$ cat src/include/drv_cfg_pkg.sv
package drv_cfg_pkg;

  // Register map
  localparam logic [7:0]  ADDR_DRIVER_BUCK_CONFIG_TWO = 8'hAE;
  localparam logic [7:0]  ADDR_GATE_DRIVER_FAULT      = 8'hE0;
  localparam logic [7:0]  ADDR_CONTROLLER_FAULT       = 8'hE2;
  localparam logic [31:0] CONFIG_TWO_RESET            = 32'h0120_0000;
  localparam logic [31:0] FAULT_WORD_RESET            = 32'h0000_0000;

  // Configuration word fields
  localparam int CFG_PARITY_BIT      = 31;
  localparam int CFG_DELAY_COMP_BIT  = 30;
  localparam int CFG_TARGET_DELAY_HI = 29;
  localparam int CFG_TARGET_DELAY_LO = 26;
  localparam int CFG_EDGE_RATE_BIT   = 25;
  localparam int CFG_SEQ_OFF_BIT     = 24;
  localparam int CFG_CURRENT_CAP_BIT = 23;
  localparam int CFG_VOLT_SEL_HI     = 22;
  localparam int CFG_VOLT_SEL_LO     = 21;
  localparam int CFG_REG_OFF_BIT     = 20;

  // Fault word fields
  localparam int FLT_SUMMARY_BIT   = 31;
  localparam int FLT_REGULATOR_BIT = 30;
  localparam int FLT_OVERCUR_BIT   = 28;
  localparam int FLT_SUPPLY_N_BIT  = 27;
  localparam int FLT_OVERVOLT_BIT  = 26;
  localparam int FLT_OVERHEAT_BIT  = 25;
  localparam int FLT_HEAT_WARN_BIT = 23;
  localparam int FLT_HEAT_SHUT_BIT = 22;
  localparam int FLT_SWITCH_LO     = 16;
  localparam int FLT_OTP_BIT       = 14;
  localparam int FLT_REG_OC_BIT    = 13;
  localparam int FLT_REG_UV_BIT    = 12;
  localparam int FLT_PUMP_UV_BIT   = 11;

  // Sticky flag vector layout
  localparam int STICKY_WIDTH  = 14;
  localparam int STK_OVERVOLT  = 6;
  localparam int STK_HEAT_WARN = 7;
  localparam int STK_HEAT_SHUT = 8;
  localparam int STK_OTP       = 9;
  localparam int STK_REG_OC    = 10;
  localparam int STK_REG_UV    = 11;
  localparam int STK_PUMP_UV   = 12;
  localparam int STK_SUPPLY    = 13;
  // Supply-reset flag starts set: a power-up is itself a reset event
  localparam logic [STICKY_WIDTH-1:0] STICKY_RESET = 14'h2000;

  // Target delay: code 0 automatic, else (code + 1) * step
  localparam logic [3:0]  TARGET_DELAY_AUTO = 4'h0;
  localparam logic [11:0] TARGET_STEP_NS    = 12'h0C8;

  // Regulator output voltage per code, in millivolts
  localparam logic [12:0] VOLT_MV_CODE0 = 13'h0CE4;
  localparam logic [12:0] VOLT_MV_CODE1 = 13'h1388;
  localparam logic [12:0] VOLT_MV_CODE2 = 13'h0FA0;
  localparam logic [12:0] VOLT_MV_CODE3 = 13'h1644;

  typedef struct packed {
    logic       rd;
    logic       wr;
    logic [7:0] addr;
    logic [31:0] wdata;
  } reg_req_t;

  typedef struct packed {
    logic [5:0] switch_overcurrent;  // [5] phase C high ... [0] phase A low
    logic       overvoltage_flag;
    logic       heat_warning_flag;
    logic       heat_shutdown_flag;
    logic       otp_error;
    logic       regulator_overcurrent_flag;
    logic       regulator_undervoltage_flag;
    logic       pump_undervoltage_flag;
    logic       supply_reset_event;
  } fault_events_t;

  typedef struct packed {
    logic        parity;
    logic        delay_comp_en;
    logic [3:0]  target_delay_code;
    logic        target_delay_auto;
    logic [11:0] target_delay_ns;
    logic        regulator_edge_rate;
    logic        regulator_sequencing_off;
    logic        regulator_sequencing_en;
    logic        regulator_current_cap;
    logic [1:0]  regulator_volt_sel;
    logic [12:0] regulator_volt_mv;
    logic        regulator_off;
    logic        regulator_run;
  } drv_cfg_t;

endpackage : drv_cfg_pkg

$ cat src/verilog/driver_buck_config_fault_regs.sv
`timescale 1ns/1ns
`default_nettype none

// Behaviour
// Bit 30 of the configuration word turns driver delay compensation on when 1, off when 0.
// Bits 29-26 give the target delay, 0 meaning automatic, 1 to F meaning 0.4 to 3.2 us in 0.2 us steps.
// Bit 25 picks the regulator edge rate, 0 fast 1000 V/us, 1 slow 200 V/us.
// Regulator sequencing runs only while bit 24 is 0, and that bit resets to 1.
// Bits 22-21 pick 3.3, 5.0, 4.0 or 5.7 V and bit 23 picks a 600 mA or 150 mA limit.
// The regulator runs while bit 20 is 0 and is turned off when it is written 1.
// The configuration word sits at AEh, resets to 01200000h, and every bit is read/write.
// Read-only fault words sit at E0h and E2h, and the gate-driver word reads all zero after reset.
// Host software leaves other fault-status offsets alone and does not write them.
// The gate-driver fault word carries its flags at the fixed bit positions of the layout.
// The summary bit 31 is the OR of the individual gate-driver fault bits.
// Bit 27 reads 0 once a supply power-on reset is seen and 1 when none is.
// Writes to the fault words are ignored; only fault events, the fault clear or reset change flags.
module driver_buck_config_fault_regs
  import drv_cfg_pkg::*;
(
  // Clock and reset
  input  wire logic          i_core_clk,
  input  wire logic          i_rst_b,
  // Register access port
  input  wire reg_req_t      i_reg_req,
  output logic      [31:0]   o_rd_data,
  output logic               o_rd_valid,
  // Fault sources
  input  wire fault_events_t i_fault_events,
  input  wire logic          i_fault_clear,
  input  wire logic [31:0]   i_controller_fault,
  // Configuration to the driver and regulator, and the fault summary
  output drv_cfg_t           o_cfg,
  output logic               o_driver_fault
);

  typedef struct packed {
    logic [31:0] config_two;
    logic [31:0] rd_data;
    logic        rd_valid;
    drv_cfg_t    cfg;
  } regs_state_t;

  regs_state_t               state_q;
  regs_state_t               state_d;
  logic [STICKY_WIDTH-1:0]   sticky_set;
  logic [STICKY_WIDTH-1:0]   sticky;
  logic [31:0]               fault_word;
  logic                      any_fault;
  logic                      cfg_write;

  // Named flags of the gate-driver fault word
  logic                      regulator_fault_flag;
  logic                      overcurrent_flag;
  logic                      supply_reset_seen_n;
  logic                      overvoltage_flag;
  logic                      overheat_flag;
  logic                      heat_warning_flag;
  logic                      heat_shutdown_flag;
  logic                      otp_error_flag;
  logic                      regulator_overcurrent_flag;
  logic                      regulator_undervoltage_flag;
  logic                      pump_undervoltage_flag;

  // Per-switch overcurrent, phase C high side first
  logic [STK_OVERVOLT-1:0]   switch_overcurrent;
  logic                      phase_c_high_overcurrent;
  logic                      phase_c_low_overcurrent;
  logic                      phase_b_high_overcurrent;
  logic                      phase_b_low_overcurrent;
  logic                      phase_a_high_overcurrent;
  logic                      phase_a_low_overcurrent;

  // Code 0 leaves the delay to the slew-rate logic, so no fixed figure
  function automatic logic [11:0] delay_ns_of(input logic [3:0] code);
    logic [11:0] ns;
    if (code == TARGET_DELAY_AUTO) begin
      ns = 12'h000;
    end else begin
      ns = 12'({8'h00, code} + 12'h001) * TARGET_STEP_NS;
    end
    return ns;
  endfunction : delay_ns_of

  // Output voltage in millivolts per select code
  function automatic logic [12:0] volt_mv_of(input logic [1:0] sel);
    logic [12:0] mv;
    case (sel)
      2'h0:    mv = VOLT_MV_CODE0;
      2'h1:    mv = VOLT_MV_CODE1;
      2'h2:    mv = VOLT_MV_CODE2;
      default: mv = VOLT_MV_CODE3;
    endcase
    return mv;
  endfunction : volt_mv_of

  // Field decode of a stored configuration word
  function automatic drv_cfg_t decode_cfg(input logic [31:0] word);
    drv_cfg_t c;
    c.parity                   = word[CFG_PARITY_BIT];
    c.delay_comp_en            = word[CFG_DELAY_COMP_BIT];
    c.target_delay_code        = word[CFG_TARGET_DELAY_HI:CFG_TARGET_DELAY_LO];
    c.target_delay_auto        = (c.target_delay_code == TARGET_DELAY_AUTO);
    c.target_delay_ns          = delay_ns_of(c.target_delay_code);
    c.regulator_edge_rate      = word[CFG_EDGE_RATE_BIT];
    c.regulator_sequencing_off = word[CFG_SEQ_OFF_BIT];
    c.regulator_sequencing_en  = ~word[CFG_SEQ_OFF_BIT];
    c.regulator_current_cap    = word[CFG_CURRENT_CAP_BIT];
    c.regulator_volt_sel       = word[CFG_VOLT_SEL_HI:CFG_VOLT_SEL_LO];
    c.regulator_volt_mv        = volt_mv_of(c.regulator_volt_sel);
    c.regulator_off            = word[CFG_REG_OFF_BIT];
    c.regulator_run            = ~word[CFG_REG_OFF_BIT];
    return c;
  endfunction : decode_cfg

  // Decoded reset word, so the reset branch loads a constant only
  localparam drv_cfg_t CFG_RESET = decode_cfg(CONFIG_TWO_RESET);

  assign sticky_set = {i_fault_events.supply_reset_event,
                       i_fault_events.pump_undervoltage_flag,
                       i_fault_events.regulator_undervoltage_flag,
                       i_fault_events.regulator_overcurrent_flag,
                       i_fault_events.otp_error,
                       i_fault_events.heat_shutdown_flag,
                       i_fault_events.heat_warning_flag,
                       i_fault_events.overvoltage_flag,
                       i_fault_events.switch_overcurrent};

  // Only fault events, the fault clear or reset touch the flags; bus writes never reach here
  fault_flag_bank #(
    .WIDTH   (STICKY_WIDTH),
    .RST_VAL (STICKY_RESET)
  ) u_flags (
    .i_core_clk (i_core_clk),
    .i_rst_b    (i_rst_b),
    .i_set      (sticky_set),
    .i_clear    (i_fault_clear),
    .o_flags    (sticky)
  );

  // Power-up counts as a supply reset, so bit 27 reads 0 until a clear
  assign supply_reset_seen_n         = ~sticky[STK_SUPPLY];
  assign {phase_c_high_overcurrent, phase_c_low_overcurrent,
          phase_b_high_overcurrent, phase_b_low_overcurrent,
          phase_a_high_overcurrent, phase_a_low_overcurrent} = sticky[STK_OVERVOLT-1:0];
  assign switch_overcurrent          = {phase_c_high_overcurrent, phase_c_low_overcurrent,
                                        phase_b_high_overcurrent, phase_b_low_overcurrent,
                                        phase_a_high_overcurrent, phase_a_low_overcurrent};
  assign overvoltage_flag            = sticky[STK_OVERVOLT];
  assign heat_warning_flag           = sticky[STK_HEAT_WARN];
  assign heat_shutdown_flag          = sticky[STK_HEAT_SHUT];
  assign otp_error_flag              = sticky[STK_OTP];
  assign regulator_overcurrent_flag  = sticky[STK_REG_OC];
  assign regulator_undervoltage_flag = sticky[STK_REG_UV];
  assign pump_undervoltage_flag      = sticky[STK_PUMP_UV];
  assign regulator_fault_flag        = regulator_overcurrent_flag | regulator_undervoltage_flag;
  assign overcurrent_flag            = |switch_overcurrent;
  assign overheat_flag               = heat_warning_flag | heat_shutdown_flag;

  // Only the configuration word decodes a write
  assign cfg_write = i_reg_req.wr && (i_reg_req.addr == ADDR_DRIVER_BUCK_CONFIG_TWO);

  // Summary leaves out the supply-reset bit so the word reads zero after reset
  assign any_fault = |sticky[STK_PUMP_UV:0];

  always_comb begin
    fault_word                                    = FAULT_WORD_RESET;
    fault_word[FLT_SUMMARY_BIT]                   = any_fault;
    fault_word[FLT_REGULATOR_BIT]                 = regulator_fault_flag;
    fault_word[FLT_OVERCUR_BIT]                   = overcurrent_flag;
    fault_word[FLT_SUPPLY_N_BIT]                  = supply_reset_seen_n;
    fault_word[FLT_OVERVOLT_BIT]                  = overvoltage_flag;
    fault_word[FLT_OVERHEAT_BIT]                  = overheat_flag;
    fault_word[FLT_HEAT_WARN_BIT]                 = heat_warning_flag;
    fault_word[FLT_HEAT_SHUT_BIT]                 = heat_shutdown_flag;
    fault_word[FLT_HEAT_SHUT_BIT-1:FLT_SWITCH_LO] = switch_overcurrent;
    fault_word[FLT_OTP_BIT]                       = otp_error_flag;
    fault_word[FLT_REG_OC_BIT]                    = regulator_overcurrent_flag;
    fault_word[FLT_REG_UV_BIT]                    = regulator_undervoltage_flag;
    fault_word[FLT_PUMP_UV_BIT]                   = pump_undervoltage_flag;
  end

  always_comb begin
    state_d          = state_q;
    state_d.rd_valid = i_reg_req.rd;
    if (cfg_write) begin
      state_d.config_two = i_reg_req.wdata;
    end
    // Decode from the next word so fields change with the stored bits
    state_d.cfg = decode_cfg(state_d.config_two);
    // A read in the write cycle still returns the old word
    if (i_reg_req.rd) begin
      case (i_reg_req.addr)
        ADDR_DRIVER_BUCK_CONFIG_TWO: state_d.rd_data = state_q.config_two;
        ADDR_GATE_DRIVER_FAULT:      state_d.rd_data = fault_word;
        ADDR_CONTROLLER_FAULT:       state_d.rd_data = i_controller_fault;
        // Unmapped locations read zero
        default:                     state_d.rd_data = FAULT_WORD_RESET;
      endcase
    end
  end

  always_ff @(posedge i_core_clk) begin
    if (!i_rst_b) begin
      state_q.config_two <= CONFIG_TWO_RESET;
      state_q.rd_data    <= FAULT_WORD_RESET;
      state_q.rd_valid   <= 1'b0;
      state_q.cfg        <= CFG_RESET;
    end else begin
      state_q <= state_d;
    end
  end

  assign o_rd_data      = state_q.rd_data;
  assign o_rd_valid     = state_q.rd_valid;
  assign o_driver_fault = any_fault;
  // Decoded fields come from flops, so the regulator never sees decode glitches
  assign o_cfg          = state_q.cfg;

endmodule : driver_buck_config_fault_regs

`default_nettype wire

$ cat src/verilog/fault_flag_bank.sv
`timescale 1ns/1ns
`default_nettype none

module fault_flag_bank
  import drv_cfg_pkg::*;
#(
  parameter int                       WIDTH   = STICKY_WIDTH,
  parameter logic [STICKY_WIDTH-1:0]  RST_VAL = STICKY_RESET
) (
  // Clock and reset
  input  wire logic             i_core_clk,
  input  wire logic             i_rst_b,
  // Events and clear
  input  wire logic [WIDTH-1:0] i_set,
  input  wire logic             i_clear,
  // Flags
  output logic      [WIDTH-1:0] o_flags
);

  typedef struct packed {
    logic [WIDTH-1:0] flags;
  } bank_state_t;

  bank_state_t state_q;
  bank_state_t state_d;

  always_comb begin
    state_d = state_q;
    for (int i = 0; i < WIDTH; i++) begin
      // Set wins over a clear in the same cycle
      state_d.flags[i] = i_set[i] | (state_q.flags[i] & ~i_clear);
    end
  end

  always_ff @(posedge i_core_clk) begin
    if (!i_rst_b) begin
      state_q.flags <= RST_VAL[WIDTH-1:0];
    end else begin
      state_q <= state_d;
    end
  end

  assign o_flags = state_q.flags;

endmodule : fault_flag_bank

`default_nettype wire

$ cat config.mk
export PLATFORM = sky130hd
export DESIGN_NAME = driver_buck_config_fault_regs
export DESIGN_NICKNAME = d
export VERILOG_FILES = /design/src/include/drv_cfg_pkg.sv /design/src/verilog/driver_buck_config_fault_regs.sv /design/src/verilog/fault_flag_bank.sv
export SDC_FILE = /design/constraint.sdc
export NUM_CORES = 1
export LEC_CHECK = 0
export ABC_AREA = 1
export CELL_PAD_IN_SITES_DETAIL_PLACEMENT = 1
export CELL_PAD_IN_SITES_GLOBAL_PLACEMENT = 2
export CORE_ASPECT_RATIO = 2
export CORE_MARGIN = 2
export CORE_UTILIZATION = 34
export DETAILED_ROUTE_END_ITERATION = 10
export DONT_BUFFER_PORTS = 1
export GPL_ROUTABILITY_DRIVEN = 1
export HOLD_SLACK_MARGIN = 0.12
export PLACE_DENSITY_LB_ADDON = 0.1
export SYNTH_ARGS = -nofsm -noshare
export SYNTH_HDL_FRONTEND = slang
export SYNTH_SLANG_ARGS = --single-unit
$ cat constraint.sdc
create_clock -name i_core_clk -period 4.6 [get_ports i_core_clk]
set_clock_uncertainty 0.1 [all_clocks]
set_input_delay 0.69 -clock i_core_clk [delete_from_list [all_inputs] [get_ports i_core_clk]]
set_output_delay 0.69 -clock i_core_clk [all_outputs]
set_load 0.1 [all_outputs]
# Yosys cells after proc, flatten, opt, wreduce, memory -nomap -nowiden
# Cells that the tools add are included.
[totals]
reg_bits = 119
inputBits = 91
out_inout_bits = 74
wordCells = 70
[classes]
n_addsub = 1
mul = 1
n_eq_ne = 5
n_mux = 3
bitwise_logic = 35
n_reduce_logical = 6
[op_table]
columns = ["op", "count"]
rows = [
  ["$pmux W32 S3", 1],
  ["$pmux W13 S3", 1],
  ["$mux W32", 1],
  ["$eq A8 B8 Y1 const B", 3],
  ["$or A1 B1 Y1", 16],
  ["$and A1 B1 Y1", 14],
  ["$reduce_or A13 Y1", 1],
  ["$mul A5 B5 Y9 const B", 1],
  ["$reduce_or A6 Y1", 1],
  ["$add A4 B1 Y5 const B", 1],
  ["$not A1 Y1", 5],
  ["$logic_not A4 Y1", 1],
  ["$eq A2 B1 Y1 const B", 1],
  ["$eq A2 B2 Y1 const B", 1],
  ["$logic_not A2 Y1", 1],
  ["$reduce_or A2 Y1", 1],
  ["$logic_and A1 B1 Y1", 1],
]

# Depth between registers and ports, before layout
# Gate-level depths: netlist of run 1.
[depth]
depth_word = 5
ltp_mapped = 18

# Modules after synthesis
# A second synthesis of run 1 with hierarchy kept.
[unflattened]
cells_unflattened = 653
area_unflattened_um2 = 5021.1
[modules_own_cells]
columns = ["module", "n_inst", "cells_each", "area_each_um2", "seq_area_each_um2"]
rows = [
  ["driver_buck_config_fault_regs", 1, 594, 4466.8, 1701.6],
  ["fault_flag_bank", 1, 59, 554.3, 280.3],
]

# Worst setup path after synthesis of run 1
# No wires, ideal clock.
[synth_path]
path_kind = "in2reg"
start = "in i_reg_req[36] (netlist name)"
end = "reg state_q (netlist bit o_cfg[32])"
setup_ps = 70
arrival_ps = 3426
setup_slack_ps = 1004
path_stages = 16
n_path_buf = 0
path_cell_list = "inv_1 > nand2_1 > nor2_4 > nand3_4 > nand2_2 > nand2_4 > ha_1 > xnor2_1 > inv_1 > ha_1 > ha_1 > ha_1 > ha_1 > a21o_1 > or2_2 > a21oi_1"
[synth_lines]
columns = ["item", "line", "source"]
rows = [
  ["start, declared", "driver_buck_config_fault_regs.sv:25", "input wire reg_req_t i_reg_req,"],
  ["end signal, assigned", "driver_buck_config_fault_regs.sv:210", "state_q <= state_d;"],
  ["end, declared", "driver_buck_config_fault_regs.sv:44", "regs_state_t state_q;"],
]

==> flow_summary.toml, run 1 <==
[synthesis]
post_synth_inst_count = 640
yosys.area.top_type_share_pct = 40.6
avgSynthCellArea_um2 = 7.63
yosysTopAreaCell = "dfxtp_1"
synth_edf_count = 0
seq_area_frac_synth_pct = 40.6
netlist_top_cells_area = "dfxtp_1 (41%), buf_4 (11%), nand2_1 (8.8%), a21oi_1 (7.3%), nand3_1 (5.1%)"
syn-cell-area_um2 = 4880
ys_types = 34
yosysWarningCount = 0
synthArstFlopShare_pct = 0
synthFlopType = "dfxtp_1"
ys_ff_latch = 99

[cts]
cts_tree = "done"
cts_sinks = 99
cts_buffer_depth = 2
cts_root_buffer = "clkbuf_16"
cts_buffers = 9
clk_latency_ns = 0.34
ctsResizeCount = 0
post_cts_buffers = 0
htree_levels = 3
path_clk_slew_ns = 0.07
hold_buffers = 0

[sta]
fin_crit_ns = 3.53
holdWs_ns = 0.318
hold_violations = 0
worst_slew_pin_slew_ns = 1.09
min_period_over_period_pct = 76.6
fmax_mhz = 284
finalMaxSlewViolations = 0
maxSlewHeadroom_pct = 27.0
setup_violations = 0
rsz0062_at_grt = "false"
setup-tns-final_ns = 0

[hold_path]
min-delay-path-class = "input pin to register"

[routing]
routed_via_density = 4.83
vias = 3669
routed_wl_mm = 13.5
wl_per_cell_um = 17.8
dr.pass1.iters = 4
drtIter0Drc = 98
antenna_left = 0
route.detailed.drc = 0

[placed_design]
dp_hpwl_mm = 9.62
port_buffers = 0
gp_congestion = 0.755

[floorplan]
start_util_pct = 34.4
core_um2 = 14200
rows = 62
dieArea_um2 = 15400
die_y_um = 173
die_w_um = 88.7
design.portCount = 165

[setup_path]
cp-start-kind = "input pin"
crit_slowest_cell = "ha_1"
max_stage_delay_ns = 0.32
reg2reg_to = "o_cfg[32]"
ff2ff_path_depth = 14
reg2reg_slack_ns = 1.37
cpMostUsedCell = "ha_1"
cp_max_fo = 8
startpoint = "i_reg_req[36]"
crit_path_end_kind = "register"
cp-endpoint = "o_cfg[32]"
crit_chain = "inv_1 -> nand2_1 -> nor2_4 -> nand3_4 -> nand2_1 -> nand2_2 -> ha_1 -> nand2_1 -> nor2_1 -> ha_1 -> inv_1 -> ha_1 -> ha_1 -> ha_1 -> a21o_1 -> or2_2 -> a21oi_1"
r2r_start = "state_q[100]"
cp.required_ns = 4.78
crit_type = "input pin to register"
crit_arrival_ns = 3.70

[global_routing]
overflow = 0
track_usage_pct = 18.1
grt_pass1_vias = 3858
grt_pass1_wl_mm = 21.2
antenna_found_initial = 1
grt_max_degree = 55

[final_layout]
drive_gt1_share_pct = 8.64
synthToLayoutAreaGrowth_pct = -0.538
fin_nets = 672

[flow_run]
drv_cap = 0

[pwr]
power_density_nw_per_um2 = 359
power_leakage_nw = 1.89
peakVddDrop_uv = 163

[outcome]
outcome = "finished, final reports clean"
-- sequential cells by signal (all words and copies together), names as in the netlist --
register,flops
o_cfg,20
o_rd_data,32
o_rd_valid,1
state_q,32
u_flags.o_flags,14
-- per-stage QoR --
stage	instance area (um^2)	setup slack [ns]	power [mW]	util, %	cells
2_1_floorplan	4900	1.00	0.978	-	645
3_3_place_gp	4550	0.797	0.983	32.1	744
3_5_place_dp	4550	0.697	0.983	32.1	744
4_1_cts	4850	1.06	1.78	34.2	759
5_1_grt	4860	0.779	1.83	34.2	760
6_report	4860	1.07	1.74	34.2	760
-- synth_stat cells, types with 11 or more instances --
library cell and instances:
nor2_1 39, a21oi_1 71, nand2_1 114, o21ai_0 37, inv_1 56, o211ai_1 13, dfxtp_1 99, buf_2 11
clkbuf_1 15, ha_1 17, buf_4 72, nand3_1 50
-- routing by layer --
layer | GRT usage [%] | up-vias | share of wire, % | wire length, um
li1 | - | 1838 | - | -
met1 | 21.9 | 1710 | 42 | 5720
met2 | 29.3 | 106 | 48 | 6530
met3 | 5.90 | 15 | 7.2 | 979
met4 | 7.01 | 0 | 2.1 | 289
met5 | 0 | - | 0 | 0
-- power breakdown --
part,internal (mW),switching [mW],total (mW)
Sequential,0.866,0.0184,0.885
Combinational,0.0149,0.0616,0.0765
Clock,0.451,0.331,0.783
Total,1.33,0.412,1.74
-- worst max-delay path, delay by kind of cell --
kind | cells | cell delay (ns)
adders and majority gates | 5 | 1.42
and+or+nand+nor | 8 | 1.18
AOI/OAI and AO/OA | 2 | 0.31
buffers and inverters | 2 | 0.09
-- cell type report --
type | count | area, um^2
multi-input combinational | 386 | 2040
sequential | 99 | 1980
clock inverter | 3 | 46.3
fill | 1756 | 9340
tap | 192 | 240
clock buffer | 12 | 256
inverter | 58 | 218
timing repair buffer | 9 | 67.6
antenna | 1 | 2.50
-- worst min path at each step --
stage	start	end	slack [ns]	cells past startpoint
floorplan	state_q[74]	state_q[74]	0.32	2
global placement	state_q[88]	state_q[88]	0.34	2
detailed placement	state_q[83]	state_q[83]	0.34	2
CTS	i_rst_b	u_flags.o_flags[13]	0.30	1
global route	i_rst_b	o_cfg[5]	0.32	1
finish	i_rst_b	u_flags.o_flags[13]	0.32	1
-- cells by family (layout without fill, tap and decap cells) --
kind of cell,Yosys count,after routing,synth area share (%)
xor+xnor,5,5,0.897
compound gates,125,125,13.6
other cells,1,7,0.0768
buf+inv,160,82,18.3
flops,99,99,40.6
fa+ha+maj,18,18,4.77
simple gates,232,232,21.8
-- layout by cell type (no fill, tap or decap), drive strengths merged --
master    instances
bufinv            1
or2               1
conb              6
inv              59
nand3            52
a21oi            71
nor4              1
xnor2             2
buf               9
clkbuf           12
nor2             44
o21ai            39
clkinvlp          1
fa                1
o211ai           13
diode             1
nand4             6
nor3              4
ha               17
o2111ai           1
dfxtp            99
a21o              1
nand2           124
xor2              3
Power figures use the tool's default switching activity.
==> inputs of run 2 (changes only) <==
--- a/config.mk
+++ b/config.mk
@@ -10,7 +10,7 @@
 export CELL_PAD_IN_SITES_GLOBAL_PLACEMENT = 2
 export CORE_ASPECT_RATIO = 2
 export CORE_MARGIN = 2
-export CORE_UTILIZATION = 34
+export CORE_UTILIZATION = 31
 export DETAILED_ROUTE_END_ITERATION = 10
 export DONT_BUFFER_PORTS = 1
 export GPL_ROUTABILITY_DRIVEN = 1
==> constraint.sdc (replaced) <==
create_clock -name i_core_clk -period 3.15 [get_ports i_core_clk]
set_clock_uncertainty 0.1 [all_clocks]
set_input_delay 0.4725 -clock i_core_clk [delete_from_list [all_inputs] [get_ports i_core_clk]]
set_output_delay 0.4725 -clock i_core_clk [all_outputs]
set_load 0.1 [all_outputs]
==> flow_summary.toml, run 2 (synthesis gave the netlist of run 1 again) <==
[floorplan]
core_um2 = 15400
die_w_um = 92.8
die_y_um = 182
start_util_pct = 31.8
rows = 64
dieArea_um2 = 16800
design.portCount = 165

[routing]
routed_via_density = 4.93
vias = 3922
wl_per_cell_um = 20.2
antenna_left = 0
drtIter0Drc = 101
dr.pass1.iters = 4
route.detailed.drc = 0
routed_wl_mm = 16.1

[pwr]
peakVddDrop_uv = 241
power_leakage_nw = 2.01
power_density_nw_per_um2 = 487

[cts]
clk_latency_ns = 0.35
cts_root_buffer = "clkbuf_16"
post_cts_buffers = 0
cts_buffer_depth = 2
cts_sinks = 99
htree_levels = 3
path_clk_slew_ns = 0.07
cts_buffers = 9
cts_tree = "done"

[sta]
fin_crit_ns = 2.91
finalMaxSlewViolations = 0
min_period_over_period_pct = 92.2
setup_violations = 0
hold_violations = 0
worst_slew_pin_slew_ns = 1.05
rsz0062_at_grt = "false"
maxSlewHeadroom_pct = 29.9
fmax_mhz = 344

[global_routing]
antenna_found_initial = 2
grt_max_degree = 47
grt_pass1_wl_mm = 24.3
overflow = 0
track_usage_pct = 19.5
grt_pass1_vias = 4265

[setup_path]
r2r_start = "state_q[100]"
crit_type = "input pin to register"
crit_path_end_kind = "register"
cp.required_ns = 3.34
crit_arrival_ns = 3.09
cp_max_fo = 6
startpoint = "i_reg_req[32]"
cp-start-kind = "input pin"

[outcome]
outcome = "finished, final reports clean"

[hold_path]
hp-start = "i_fault_events[12]"
min-delay-path-class = "input pin to register"

[placed_design]
dp_hpwl_mm = 12.1
place_area_um2 = 4830
port_buffers = 0
gp_congestion = 0.826
dp_cells = 775

[final_layout]
final_common_cell = "nand2_1"
finalNonFillerCells = 796
fillers = 1937
drive_gt1_share_pct = 14.3
final_cell_mix = "nand2_1 (112), dfxtp_1 (97), a21oi_1 (71), inv_1 (55), nand3_1 (49)"
fin_area_um2 = 5160
fin_nets = 700
synthToLayoutAreaGrowth_pct = 5.64

[flow_run]
drv_cap = 0
==> run 2: cell types whose count changed in the layout (fill, tap and decap cells not counted), moves of 2 or more <==
| cell | delta |
|---|---|
| dlygate4sd3_1 | +3 |
| nand2_4 | +2 |
| nand2_1 | -2 |
| ha_1 | -5 |
| buf_4 | +25 |
| ha_4 | +4 |
==> run 2: worst paths after layout <==
kind	cells after the start	slack (ns)	endpoint
setup / recovery	17	0.24	o_cfg[32]
hold reg to reg	2	0.35	state_q[78]
setup reg to reg	13	0.44	o_cfg[32]
hold / removal	2	0.13	u_flags.o_flags[4]
==> run 2: final cells by class <==
class / instances / area (um^2) / area share [%]
Clock inverter: 4 / 32.5 / 0.631
Antenna cell: 2 / 5.00 / 0.0970
Timing Repair Buffer: 37 / 285 / 5.53
Sequential cell: 99 / 1980 / 38.5
Tap cell: 198 / 248 / 4.80
Inverter: 58 / 220 / 4.27
Multi-Input combinational cell: 386 / 2130 / 41.2
Clock buffer: 12 / 256 / 4.97
==> run 2: layer usage <==
metal	global-route usage, %	share of wire (%)
met5	0	0
met4	9.65	3.8
met3	6.35	6.9
met2	37.3	56
met1	17.7	33
==> run 2: timing repair <==
item / CTS / global route
hold buffers: 3 / 0
setup endpoints to repair: 0 / 1
hold endpoints to repair: 5 / 0
resized for setup: 0 / 1
==> run 2: report_power, final <==
group | internal [mW] | total, mW | switching (mW)
sequential | 1.27 | 1.29 | 0.0254
combinational | 0.0300 | 0.131 | 0.101
clock | 0.584 | 1.09 | 0.507
==> run 2: stage by stage <==
step           total power [mW]  hold WS (ns)  util [%]  TNS (ns)  worst slack [ns]
2_1_floorplan              1.43         0.325         -         0            0.0471
4_1_cts                    2.55         0.122      33.5         0             0.173
3_3_place_gp               1.44         0.335      31.4    -0.114            -0.114
6_report                   2.51         0.133      33.6         0             0.244
5_1_grt                    2.62         0.130      33.6         0            0.0834
3_5_place_dp               1.45         0.343      31.4    -0.280            -0.186
==> run 2: critical path, stage by stage <==
cell     delay [ns]
inv_1          0.04
nand2_2        0.09
buf_4          0.17
nor2_8         0.09
nand3_4        0.10
nand2_2        0.09
nand2_4        0.08
ha_4           0.18
xnor2_2        0.15
inv_1          0.09
ha_1           0.30
ha_1           0.29
ha_2           0.19
ha_4           0.23
a21o_1         0.16
or2_4          0.24
a21oi_1        0.12
==> inputs of run 3 (changes only) <==
==> constraint.sdc (replaced) <==
create_clock -name i_core_clk -period 3.15 [get_ports i_core_clk]
set_clock_uncertainty 0.1 [all_clocks]
set_input_delay 0 -clock i_core_clk [delete_from_list [all_inputs] [get_ports i_core_clk]]
set_output_delay 0 -clock i_core_clk [all_outputs]
set_load 0.1 [all_outputs]
==> flow_summary.toml, run 3 (synthesis gave the netlist of run 1 again) <==
[placed_design]
gp_congestion = 0.841
dp_cells = 793
port_buffers = 0
dp_hpwl_mm = 12.0
place_area_um2 = 4890

[sta]
finalMaxSlewViolations = 0
maxSlewHeadroom_pct = 23.7
setup_violations = 0
worst_slew_pin_slew_ns = 1.14
hold_violations = 0
min_period_over_period_pct = 92.8
fin_crit_ns = 2.92
rsz0062_at_grt = "false"
fmax_mhz = 342

[floorplan]
dieArea_um2 = 16800
rows = 64
die_y_um = 182
die_w_um = 92.8
design.portCount = 165
core_um2 = 15400
start_util_pct = 31.8

[cts]
cts_buffers = 9
cts_tree = "done"
htree_levels = 3
cts_sinks = 99
post_cts_buffers = 0
cts_buffer_depth = 2
cts_root_buffer = "clkbuf_16"
clk_latency_ns = 0.35
path_clk_slew_ns = 0.07

[final_layout]
final_cell_mix = "dlygate4sd3_1 (125), nand2_1 (113), dfxtp_1 (97), a21oi_1 (71), inv_1 (56)"
final_common_cell = "dlygate4sd3_1"
utilization_pct = 42.2
fin_area_um2 = 6490
fillers = 1873
drive_gt1_share_pct = 13.2
finalNonFillerCells = 937
fin_nets = 843
synthToLayoutAreaGrowth_pct = 32.9

[setup_path]
cp.required_ns = 3.33
cp_max_fo = 6
cp-start-kind = "register"
crit_arrival_ns = 3.10
crit_path_end_kind = "register"
crit_type = "register to register"

[pwr]
total_power_mw = 2.64
power_leakage_nw = 2.61
peakVddDrop_uv = 243
power_density_nw_per_um2 = 407

[routing]
routed_via_density = 4.80
dr.pass1.iters = 4
wl_per_cell_um = 18.7
antenna_left = 0
vias = 4495
route.detailed.drc = 0
drtIter0Drc = 128
routed_wl_mm = 17.5

[global_routing]
antenna_found_initial = 2
grt_pass1_wl_mm = 27.0
track_usage_pct = 21.0
grt_pass1_vias = 4978
overflow = 0
grt_max_degree = 55

[flow_run]
drv_cap = 0

[hold_path]
min-delay-path-class = "input pin to register"

[outcome]
outcome = "finished, final reports clean"
[run 3: metal layers]
layer	track usage, %	wire length (um)	vias to the layer above
li1	-	-	2184
met1	19.7	6060	2147
met2	40.7	9790	130
met3	4.15	758	34
met4	12.4	864	0
met5	0	0	-
[run 3: area by class of cell]
class,instances,area [um^2],share of cell area [%]
diodes,2,5.00,0.0771
clock buffers,9,225,3.47
clock inverters,5,56.3,0.868
inverters,58,218,3.35
multi-input cells,386,2060,31.7
flip-flops and latches,99,1980,30.6
well taps,198,248,3.82
repair buffers,180,1690,26.1
[run 3: path summary, 6_finish.rpt]
check / from / depth (start not counted) / slack, ns / end
setup / recovery: state_q[100] / 13 / 0.23 / o_cfg[32]
hold / removal: i_reg_req[40] / 5 / 0.12 / state_q[95]
setup reg to reg: state_q[100] / 13 / 0.23 / o_cfg[32]
hold reg to reg: state_q[74] / 2 / 0.35 / state_q[74]
[run 3: worst max-delay path, cell delays in order (launching register included)]
cell     delay (ns)
dfxtp_1        0.35
nand2_1        0.08
nand2_2        0.12
ha_1           0.23
nand2_1        0.08
nor2_2         0.13
ha_1           0.24
inv_1          0.06
ha_1           0.23
ha_1           0.30
ha_1           0.33
a21o_1         0.19
or2_2          0.28
a21oi_1        0.11
[run 3: per-stage QoR]
| step | hold WS [ns] | TNS, ns | setup WS, ns |
|---|---|---|---|
| floorplan | -0.0116 | 0 | 0.244 |
| global placement | -0.0247 | 0 | 0.0920 |
| detailed placement | -0.0218 | -0.0517 | -0.0517 |
| CTS | 0.128 | 0 | 0.109 |
| global route | 0.177 | 0 | 0.0320 |
| finish | 0.118 | 0 | 0.226 |
[run 3: report_power, final]
| part | internal, mW | total (mW) | switching (mW) | leakage [nW] |
|---|---|---|---|---|
| logic | 0.111 | 0.254 | 0.143 | 1.67 |
| clock network | 0.606 | 1.10 | 0.491 | 0.137 |
| registers | 1.27 | 1.29 | 0.0217 | 0.803 |
[run 3: repair_timing]
action,4_1_cts,5_1_grt
hold endpoints to repair,99,1
hold buffers,127,1
setup endpoints to repair,0,1
resized for setup,0,4
